`config.mk`:
```
export PLATFORM = sky130hd
export DESIGN_NAME = motor_pwm_unit
export DESIGN_NICKNAME = d
export VERILOG_FILES = /design/src/rtl/motor_pwm_pkg.sv /design/src/rtl/pwm_compare_if.sv /design/src/rtl/motor_pwm_unit.sv /design/src/rtl/pwm_duty_compare.sv
export VERILOG_INCLUDE_DIRS = /design/src /design/src/rtl
export SDC_FILE = /design/constraint.sdc
export NUM_CORES = 1
export LEC_CHECK = 0
export ABC_AREA = 1
export BUFFER_PORTS_ARGS = -buffer_cell sky130_fd_sc_hd__buf_4
export CORE_UTILIZATION = 55
export DETAILED_ROUTE_END_ITERATION = 6
export MAX_ROUTING_LAYER = met4
export PLACE_DENSITY = 0.69
export SLEW_MARGIN = 20
export SYNTH_ARGS = -nofsm -noshare
export SYNTH_HDL_FRONTEND = slang
export SYNTH_SLANG_ARGS = --single-unit
```
`constraint.sdc`:
```
create_clock -name clk_i -period 2.15 [get_ports clk_i]
set_input_delay 0.43 -clock clk_i [delete_from_list [all_inputs] [get_ports clk_i]]
set_output_delay 0.43 -clock clk_i [all_outputs]
set_load 0.005 [all_outputs]
```
`src/rtl/motor_pwm_consts.svh`:
```
// Register offsets, field positions, reset values and prescale counts of the PWM time base.
`ifndef MOTOR_PWM_CONSTS_SVH
`define MOTOR_PWM_CONSTS_SVH

`define MPWM_ADDR_W 4
`define MPWM_DATA_W 16
`define MPWM_CNT_W 15
`define MPWM_NUM_GEN 4

`define MPWM_OFS_CONTROL 4'h0
`define MPWM_OFS_COUNT 4'h1
`define MPWM_OFS_PERIOD 4'h2
`define MPWM_OFS_DUTY_ONE 4'h3
`define MPWM_OFS_DUTY_TWO 4'h4
`define MPWM_OFS_DUTY_THREE 4'h5
`define MPWM_OFS_DUTY_FOUR 4'h6

`define MPWM_CTL_EN_BIT 15
`define MPWM_CTL_OPS_HI 7
`define MPWM_CTL_OPS_LO 4
`define MPWM_CTL_CKPS_HI 3
`define MPWM_CTL_CKPS_LO 2
`define MPWM_CTL_MODE_HI 1
`define MPWM_CTL_MODE_LO 0
`define MPWM_CNT_DIR_BIT 15

`define MPWM_PRESC_W 6
`define MPWM_PRESC_LIM_1 6'h00
`define MPWM_PRESC_LIM_4 6'h03
`define MPWM_PRESC_LIM_16 6'h0f
`define MPWM_PRESC_LIM_64 6'h3f

`define MPWM_RST_WORD 16'h0000
`define MPWM_RST_CNT 15'h0000
`define MPWM_RST_POST 4'h0

`endif

```
`src/rtl/motor_pwm_pkg.sv`:
```
// Types shared by the PWM time base and its duty compare unit.
package motor_pwm_pkg;

  // Time base operating mode, encoded as the two-bit control field.
  typedef enum logic [1:0] {
    MODE_FREE = 2'h0,
    MODE_SINGLE = 2'h1,
    MODE_UPDOWN = 2'h2,
    MODE_DOUBLE = 2'h3
  } mode_e;

  // Input prescale selection.
  typedef enum logic [1:0] {
    PRESC_DIV1 = 2'h0,
    PRESC_DIV4 = 2'h1,
    PRESC_DIV16 = 2'h2,
    PRESC_DIV64 = 2'h3
  } presc_e;

  // Whole state of the time base and register file.
  typedef struct packed {
    logic en;
    logic [3:0] ops;
    presc_e ckps;
    mode_e mode;
    logic [14:0] count;
    logic dir;
    logic [14:0] period;
    logic [14:0] per_work;
    logic [3:0][15:0] duty;
    logic [5:0] presc;
    logic [3:0] post;
    logic tb_event;
    logic [15:0] rdata;
  } tb_state_s;

  // Whole state of the duty compare unit.
  typedef struct packed {
    logic [3:0] pwm;
  } cmp_state_s;

endpackage

```
`src/rtl/pwm_compare_if.sv`:
```
// Signals passed from the time base to the duty compare unit.
`timescale 1ns/1ps
`default_nettype none
interface pwm_compare_if;
  import motor_pwm_pkg::*;
  logic [14:0] count;
  logic dir;
  mode_e mode;
  logic enable;
  logic fine;
  logic half_phase;
  logic [3:0][15:0] duty;
  logic [3:0] pwm;

  modport base (output count, dir, mode, enable, fine, half_phase, duty, input pwm);
  modport cmp (input count, dir, mode, enable, fine, half_phase, duty, output pwm);
endinterface
`default_nettype wire

```
`src/rtl/motor_pwm_unit.sv`:
```
// PWM time base with prescaler, postscaler, period buffering and duty registers.
`timescale 1ns/1ps
`default_nettype none
`include "motor_pwm_consts.svh"

module motor_pwm_unit
(
  input wire logic clk_i,
  input wire logic rst_i,
  input wire logic [3:0] addr_i,
  input wire logic [15:0] wdata_i,
  input wire logic wr_i,
  input wire logic rd_i,
  output logic [15:0] rdata_o,
  output logic [3:0] pwm_o,
  output logic tb_event_o,
  output logic dir_o
);
  import motor_pwm_pkg::*;

  // Register map, one 16-bit word per index:
  //   0  control: enable in bit 15, postscale in 7:4, prescale in 3:2, mode in 1:0.
  //   1  count: direction flag in bit 15, count value in 14:0.
  //   2  period: 15-bit value in 14:0; bit 15 always reads back as zero.
  //   3  duty one, 4 duty two, 5 duty three, 6 duty four, all 16 bits wide.
  // Indices 7 and up are unmapped: writes are dropped and reads return zero.
  // Bus timing: a write lands on the strobe edge, and read data stand for
  // exactly the one cycle after the read strobe, then fall back to zero.
  // The slave never stalls, so strobes may follow each other with no gap.

  motor_pwm_pkg::tb_state_s s_r;
  motor_pwm_pkg::tb_state_s s_nxt;
  pwm_compare_if cif ();

  // Combinational helpers derived from the registered state and the bus write strobe.
  logic [5:0] presc_lim;
  logic tick;
  logic half_phase;
  logic period_match;
  logic raw_event;
  logic direct_event;
  logic wr_ctl;
  logic wr_cnt;

  // Prescale limit per selection code. The prescaler counts from zero up to
  // the limit, so a limit of three gives one counter tick in four clocks.
  // Codes are decoded from the registered field, so a new ratio takes hold
  // on the clock after the control write that cleared the prescaler.
  always_comb
  begin
    case (s_r.ckps)
      PRESC_DIV4: presc_lim = `MPWM_PRESC_LIM_4;
      PRESC_DIV16: presc_lim = `MPWM_PRESC_LIM_16;
      PRESC_DIV64: presc_lim = `MPWM_PRESC_LIM_64;
      default: presc_lim = `MPWM_PRESC_LIM_1;
    endcase
  end

  // Most significant prescaler bit gives the half-period phase for duty bit 0.
  // It is low in the first half of each tick and high in the second half,
  // which is what lets an odd duty value land its edge half a tick later.
  // At 1:1 there is no second half, so the phase reads as a constant zero.
  always_comb
  begin
    case (s_r.ckps)
      PRESC_DIV4: half_phase = s_r.presc[1];
      PRESC_DIV16: half_phase = s_r.presc[3];
      PRESC_DIV64: half_phase = s_r.presc[5];
      default: half_phase = 1'b0;
    endcase
  end

  // Input clock edge of the counter and the period comparison.
  // The comparison uses the hidden working period, never the visible one,
  // so a period write in mid-cycle cannot cut the running cycle short.
  assign tick = (s_r.presc == presc_lim);
  assign period_match = (s_r.count == s_r.per_work);
  // Write decodes for the two registers whose writes clear the scalers.
  assign wr_ctl = wr_i && (addr_i == `MPWM_OFS_CONTROL);
  assign wr_cnt = wr_i && (addr_i == `MPWM_OFS_COUNT);

  // Next-state logic: counting first, then software writes, which override.
  // The write branch comes last on purpose: a control write that sets the
  // enable in the same clock as a single-event halt leaves the time base
  // running, and a count write replaces the next count that the counter would load.
  always_comb
  begin
    s_nxt = s_r;
    s_nxt.tb_event = 1'b0;
    s_nxt.rdata = `MPWM_RST_WORD;
    raw_event = 1'b0;
    direct_event = 1'b0;

    // Free-running prescaler counter.
    // It runs even while the time base is disabled; it only matters for the
    // tick and the half phase, and both are ignored until enable is set.
    if (tick)
      s_nxt.presc = '0;
    else
      s_nxt.presc = s_r.presc + 6'h01;

    // While stopped, the working period follows the visible one a clock later.
    // It trails the visible register by one clock, which is harmless since
    // nothing counts while the enable is clear.
    if (!s_r.en)
      s_nxt.per_work = s_r.period;

    // Counter advance, only on a prescaled edge while enabled.
    // Clearing the enable freezes count and direction where they stand, so a
    // later enable resumes from the same place rather than from zero.
    if (s_r.en && tick)
    begin
      case (s_r.mode)
        MODE_SINGLE:
        begin
          // Single event counts upward only, even after an up/down run.
          s_nxt.dir = 1'b0;
          if (period_match)
          begin
            s_nxt.count = `MPWM_RST_CNT;
            s_nxt.en = 1'b0;
            s_nxt.per_work = s_r.period;
            direct_event = 1'b1;
          end
          else
            s_nxt.count = s_r.count + 15'h0001;
        end
        // Up/down: one cycle covers twice the period in ticks. A period of
        // zero is not useful here: the turn at the top would step the count
        // below zero and wrap it, so software must keep the period nonzero.
        MODE_UPDOWN, MODE_DOUBLE:
        begin
          if (!s_r.dir)
          begin
            if (s_r.count == `MPWM_RST_CNT)
              s_nxt.per_work = s_r.period;
            if (period_match)
            begin
              // Reverse on this edge; the count starts down from here.
              s_nxt.dir = 1'b1;
              s_nxt.count = s_r.count - 15'h0001;
              if (s_r.mode == MODE_DOUBLE)
                direct_event = 1'b1;
            end
            else
              s_nxt.count = s_r.count + 15'h0001;
          end
          else
          begin
            if (s_r.count == `MPWM_RST_CNT)
            begin
              // Bottom reached: turn upward and reload the period.
              s_nxt.dir = 1'b0;
              s_nxt.count = 15'h0001;
              s_nxt.per_work = s_r.period;
              if (s_r.mode == MODE_DOUBLE)
                direct_event = 1'b1;
              else
                raw_event = 1'b1;
            end
            else
              s_nxt.count = s_r.count - 15'h0001;
          end
        end
        default:
        begin
          // Free running counts upward only, even after an up/down run.
          s_nxt.dir = 1'b0;
          if (period_match)
          begin
            s_nxt.count = `MPWM_RST_CNT;
            s_nxt.per_work = s_r.period;
            raw_event = 1'b1;
          end
          else
            s_nxt.count = s_r.count + 15'h0001;
        end
      endcase
    end

    // Postscaler passes one raw event in ops+1; direct events bypass it.
    // The compare is against the registered ratio, so lowering the ratio
    // below the running postscaler count would skip a long way; the control
    // write that changes it also clears that count, which avoids the skip.
    if (raw_event)
    begin
      if (s_r.post == s_r.ops)
      begin
        s_nxt.post = `MPWM_RST_POST;
        s_nxt.tb_event = 1'b1;
      end
      else
        s_nxt.post = s_r.post + 4'h1;
    end
    if (direct_event)
      s_nxt.tb_event = 1'b1;

    // Register writes; a control write restarts both scalers but not the count.
    // Only bits 14:0 of count and period are stored; the direction flag is
    // owned by the counter and cannot be set from the bus.
    if (wr_i)
    begin
      if (addr_i == `MPWM_OFS_CONTROL)
      begin
        s_nxt.en = wdata_i[`MPWM_CTL_EN_BIT];
        s_nxt.ops = wdata_i[`MPWM_CTL_OPS_HI:`MPWM_CTL_OPS_LO];
        s_nxt.ckps = presc_e'(wdata_i[`MPWM_CTL_CKPS_HI:`MPWM_CTL_CKPS_LO]);
        s_nxt.mode = mode_e'(wdata_i[`MPWM_CTL_MODE_HI:`MPWM_CTL_MODE_LO]);
      end
      else if (addr_i == `MPWM_OFS_COUNT)
      begin
        s_nxt.count = wdata_i[14:0];
      end
      else if (addr_i == `MPWM_OFS_PERIOD)
      begin
        s_nxt.period = wdata_i[14:0];
      end
      else if (addr_i == `MPWM_OFS_DUTY_ONE)
      begin
        s_nxt.duty[0] = wdata_i;
      end
      else if (addr_i == `MPWM_OFS_DUTY_TWO)
      begin
        s_nxt.duty[1] = wdata_i;
      end
      else if (addr_i == `MPWM_OFS_DUTY_THREE)
      begin
        s_nxt.duty[2] = wdata_i;
      end
      else if (addr_i == `MPWM_OFS_DUTY_FOUR)
      begin
        s_nxt.duty[3] = wdata_i;
      end
    end
    if (wr_ctl || wr_cnt)
    begin
      s_nxt.presc = '0;
      s_nxt.post = `MPWM_RST_POST;
    end

    // Read data stand in the cycle after the strobe; unmapped reads return zero.
    // Reads have no side effects, so a read may be repeated freely.
    if (rd_i)
    begin
      if (addr_i == `MPWM_OFS_CONTROL)
      begin
        s_nxt.rdata[`MPWM_CTL_EN_BIT] = s_r.en;
        s_nxt.rdata[`MPWM_CTL_OPS_HI:`MPWM_CTL_OPS_LO] = s_r.ops;
        s_nxt.rdata[`MPWM_CTL_CKPS_HI:`MPWM_CTL_CKPS_LO] = s_r.ckps;
        s_nxt.rdata[`MPWM_CTL_MODE_HI:`MPWM_CTL_MODE_LO] = s_r.mode;
      end
      else if (addr_i == `MPWM_OFS_COUNT)
      begin
        s_nxt.rdata = {s_r.dir, s_r.count};
      end
      else if (addr_i == `MPWM_OFS_PERIOD)
      begin
        s_nxt.rdata = {1'b0, s_r.period};
      end
      else if (addr_i == `MPWM_OFS_DUTY_ONE)
      begin
        s_nxt.rdata = s_r.duty[0];
      end
      else if (addr_i == `MPWM_OFS_DUTY_TWO)
      begin
        s_nxt.rdata = s_r.duty[1];
      end
      else if (addr_i == `MPWM_OFS_DUTY_THREE)
      begin
        s_nxt.rdata = s_r.duty[2];
      end
      else if (addr_i == `MPWM_OFS_DUTY_FOUR)
      begin
        s_nxt.rdata = s_r.duty[3];
      end
    end
  end

  // State register; the synchronous reset also clears both scalers.
  // Reset leaves the time base disabled in free running mode at 1:1 with
  // every register at zero, so all outputs start low.
  always_ff @(posedge clk_i)
  begin
    if (rst_i)
      s_r <= '0;
    else
      s_r <= s_nxt;
  end

  // Feed the compare unit from registered state only.
  // Registered inputs keep the compare paths short, at the price of the
  // outputs trailing the count by one clock.
  assign cif.count = s_r.count;
  assign cif.dir = s_r.dir;
  assign cif.mode = s_r.mode;
  assign cif.enable = s_r.en;
  assign cif.fine = (s_r.ckps == PRESC_DIV1);
  assign cif.half_phase = half_phase;
  assign cif.duty = s_r.duty;

  // Duty compare generators; their outputs are flip-flops.
  // The compare unit shares the clock and reset, so the whole block stays
  // in one clock domain.
  pwm_duty_compare u_cmp (
    .clk_i(clk_i),
    .rst_i(rst_i),
    .cif(cif)
  );

  // Outputs come straight from flip-flops.
  // The direction output mirrors the flag that the count register reads
  // back in bit 15, so both always agree.
  assign rdata_o = s_r.rdata;
  assign tb_event_o = s_r.tb_event;
  assign dir_o = s_r.dir;
  assign pwm_o = cif.pwm;
endmodule
`default_nettype wire

```
`src/rtl/pwm_duty_compare.sv`:
```
// Four duty compare generators driving the PWM outputs.
`timescale 1ns/1ps
`default_nettype none
module pwm_duty_compare
(
  input wire logic clk_i,
  input wire logic rst_i,
  pwm_compare_if.cmp cif
);
  import motor_pwm_pkg::*;

  cmp_state_s s_r;
  cmp_state_s s_nxt;
  logic [3:0] match;

  // Duty bits 15:1 meet the count; bit 0 picks the prescaler half phase.
  // At 1:1 a single clock cannot place a half-cycle edge, so bit 0 is
  // taken as met and the edge lands on the whole cycle.
  genvar g;
  generate
    for (g = 0; g < 4; g = g + 1)
    begin : gen_match
      assign match[g] = (cif.count == cif.duty[g][15:1]) &&
                        (cif.fine || (cif.half_phase == cif.duty[g][0]));
    end
  endgenerate

  // Set and clear of each output; a clear on the same cycle wins, and the set
  // skips a duty of zero, so that duty gives no pulse at all.
  always_comb
  begin
    s_nxt = s_r;
    for (int i = 0; i < 4; i++)
    begin
      if (cif.mode == MODE_FREE || cif.mode == MODE_SINGLE)
      begin
        if (!cif.enable)
        begin
          if (cif.mode == MODE_SINGLE)
            s_nxt.pwm[i] = 1'b0;
        end
        else
        begin
          if (cif.count == 15'h0000 && cif.duty[i] != 16'h0000)
            s_nxt.pwm[i] = 1'b1;
          if (match[i])
            s_nxt.pwm[i] = 1'b0;
        end
      end
      else if (cif.enable && cif.duty[i] == 16'h0000)
      begin
        // A zero duty matches only at the bottom turn, which would latch the
        // output on; it is kept off for the whole period instead.
        s_nxt.pwm[i] = 1'b0;
      end
      else if (cif.enable && match[i])
      begin
        s_nxt.pwm[i] = cif.dir;
      end
    end
  end

  // State register.
  always_ff @(posedge clk_i)
  begin
    if (rst_i)
      s_r <= '0;
    else
      s_r <= s_nxt;
  end

  assign cif.pwm = s_r.pwm;
endmodule
`default_nettype wire

```
==> metrics.cfg <==
[cells_and_area]
antenna_cells=0
layout-drive-gt1-share_pct=13.32
area_delta_synth_final_pct=13.00
final_nets=1382
postLayoutCellArea_mm2=0.01004

[worst_setup_path]
slowest_delay_ns=0.39
slowest_stage=dfxtp_1
timing.critical_path.mode_cell=nand2_1
path_class=flop to flop
worst-path-max-fanout=9
startpoint_type=flop
cp.depth=12
path_delay_family=simple AND/OR/NAND/NOR gates
critPathBufInv=2
worst_setup_path_end_kind=flop
reg2regPathDepth=12
required_ns=2.46
path_cells=buf_4 -> nand3_1 -> inv_1 -> nand2_1 -> nor3_1 -> nand2_1 -> nand3_1 -> nand2_1 -> nand2_1 -> nand2_1 -> nand2_1 -> a21oi_1
arrival_ns=2.32

[timing]
rsz0062_at_grt=yes
fin_crit_sh_pct=93.48
drv_slew=0
slew_headroom_pct=56.71
min_period_ns=2.010
max_freq_mhz=497.6
tns_ns=0
fin_ws_ns=0.1403
setup_viol=0
tightest_slew_ns=0.6486
fin_worst_skew_ns=0.008740
hold_violations=0
hold_ws_ns=0.3061

[floorplanning]
io_pins=46
start_util_pct=56.13
die_w_um=129.1
die_h_um=129.1
rows=46
die-area_mm2=0.01666
core_mm2=0.01583

[yosys]
synth_cell_type_count=43
ys_seq_area_share_pct=33.80
yosys-top-cells-count=230 x nand2_1, 155 x a21oi_1, 154 x inv_1
yosys_warnings=0
syn-instance-count=1313
synth_edf_count=0
synth_top_area_share_pct=33.80
ys.flop_type=dfxtp_1
yosysMostFrequentCell=nand2_1
post-synth-top-area-cell=dfxtp_1
ys_ff_latch=150
ys_top_cells_by_area=dfxtp_1 34%, nand2_1 9.7%, a21oi_1 8.7%
syn_avg_cell_area_um2=6.766
syn_nets=1342
async_reset_ff_share_pct=0
netlist_area_mm2=0.008884

[route]
wl_met3_um=2588
vias_per_cell=5.710
drcViolationCount=0
ant_nets=0
wl_per_cell_um=18.39
drt_iter0_markers=1078
vias=9034
top_layer=met4
route.met2.wl_um=12820
dr.pass1.iters=5
wirelength_um=29100
drt-met1-wl_um=12630

[power_and_ir_drop]
p_per_area_mw_per_mm2=697.0
power.total_mw=6.997
p_leak_nw=4.384
vdd_drop_max_mv=0.5591

[status]
status=completed

[cts]
clk-insertion-delay-late_ns=0.43
cts-root-buf=clkbuf_16
cts_buffers=17
clk_pin_slew_ns=0.07
tritoncts=done
cts.sinks=150
clock_tree.htree_level_count=4
clock_path_buffers=2

[run]
max_cap_violations=0

[grt]
grt_start_max_net_pins=83
grt_usage_pct=36.86
grt_pass1_vias=8004
overflow=0
antenna_found_initial=0
grt_pass1_wl_um=44560

[placement]
dp_slack_ns=0.1296
dp_hpwl_um=21590
gp_congestion=0.9777
port_buffers=45
place_area_mm2=0.009448

[hold_path]
hold_depth=3
hold_class=input port to flop

flip-flops by register name, summed over array words and instances, names as in the netlist:
| name | cells |
|---|---|
| tb_event_o | 1 |
| dir_o | 1 |
| cif.duty | 64 |
| u_cmp.cif.pwm | 4 |
| cif.count | 15 |
| s_r | 46 |
| cif.enable | 1 |
| cif.mode | 2 |
| rdata_o | 16 |
worst register-to-register path, stage by stage (launching register included):
cell and delay [ns]:
dfxtp_1 0.39, buf_4 0.25, nand3_1 0.17, inv_1 0.16
nand2_1 0.13, nor3_1 0.35, nand2_1 0.09, nand3_1 0.09
nand2_1 0.06, nand2_1 0.05, nand2_1 0.04, nand2_1 0.05
a21oi_1 0.06
power breakdown:
group          leakage [nW]  switching [mW]  internal, mW  total (mW)
logic                  2.90           0.826         0.410        1.24
registers              1.21          0.0589          2.84        2.90
clock network         0.266            1.33          1.53        2.86
repair_timing:
item / in CTS / in global routing
endpoints found under the setup margin: 0 / 20
setup buffers: 0 / 1
resized for setup: 0 / 5
hold buffers: 0 / 0
cell families after synthesis:
| family | Yosys count | synth area share [%] |
|---|---|---|
| AOI/OAI and AO/OA | 340 | 20.39 |
| xor gates and xnor gates | 74 | 7.296 |
| adders and majority gates | 5 | 0.7042 |
| buffers and inverters | 244 | 12.39 |
| DFF | 150 | 33.80 |
| and+or+nand+nor | 500 | 25.41 |
worst paths after layout:
kind	endpoint	slack [ns]	from
setup / recovery	cif.count[13]	0.14	cif.count[2]
hold / removal	cif.duty[12]	0.31	wdata_i[12]
setup reg to reg	cif.count[13]	0.14	cif.count[2]
hold reg to reg	s_r[21]	0.49	s_r[21]
cells in the final DEF, fill, tap and decap left out, types with 27 or more instances in the layout:
master,instances
nand4_1,28
a21oi_1,155
xor2_1,47
nor2_1,115
xnor2_1,27
buf_4,96
nand3_1,84
o21ai_0,128
nand2_1,229
inv_1,153
dfxtp_1,150
through the flow:
| step | util [%] | std cells |
|---|---|---|
| floorplan | - | 1313 |
| global placement | 59.69 | 1548 |
| detailed placement | 59.69 | 1548 |
| CTS | 63.19 | 1580 |
| global route | 63.42 | 1582 |
| finish | 63.42 | 1582 |
metal layers:
metal | track usage [%] | vias up
li1 | - | 4373
met2 | 54.88 | 456
met1 | 50.13 | 4141
met4 | 14.67 | 0
met3 | 5.409 | 64
met5 | - | -
layout make-up:
cell class / instances / area [µm²]
Clock buffer: 18 / 439.2
Clock inverter: 14 / 113.9
Fill cell: 1527 / 5789
Inverter: 165 / 634.4
Multi-Input combinational cell: 920 / 4806
Sequential cell: 150 / 3003
Tap cell: 216 / 270.3
Timing Repair Buffer: 99 / 772.0
No activity file was read; power rests on OpenSTA's default activity.
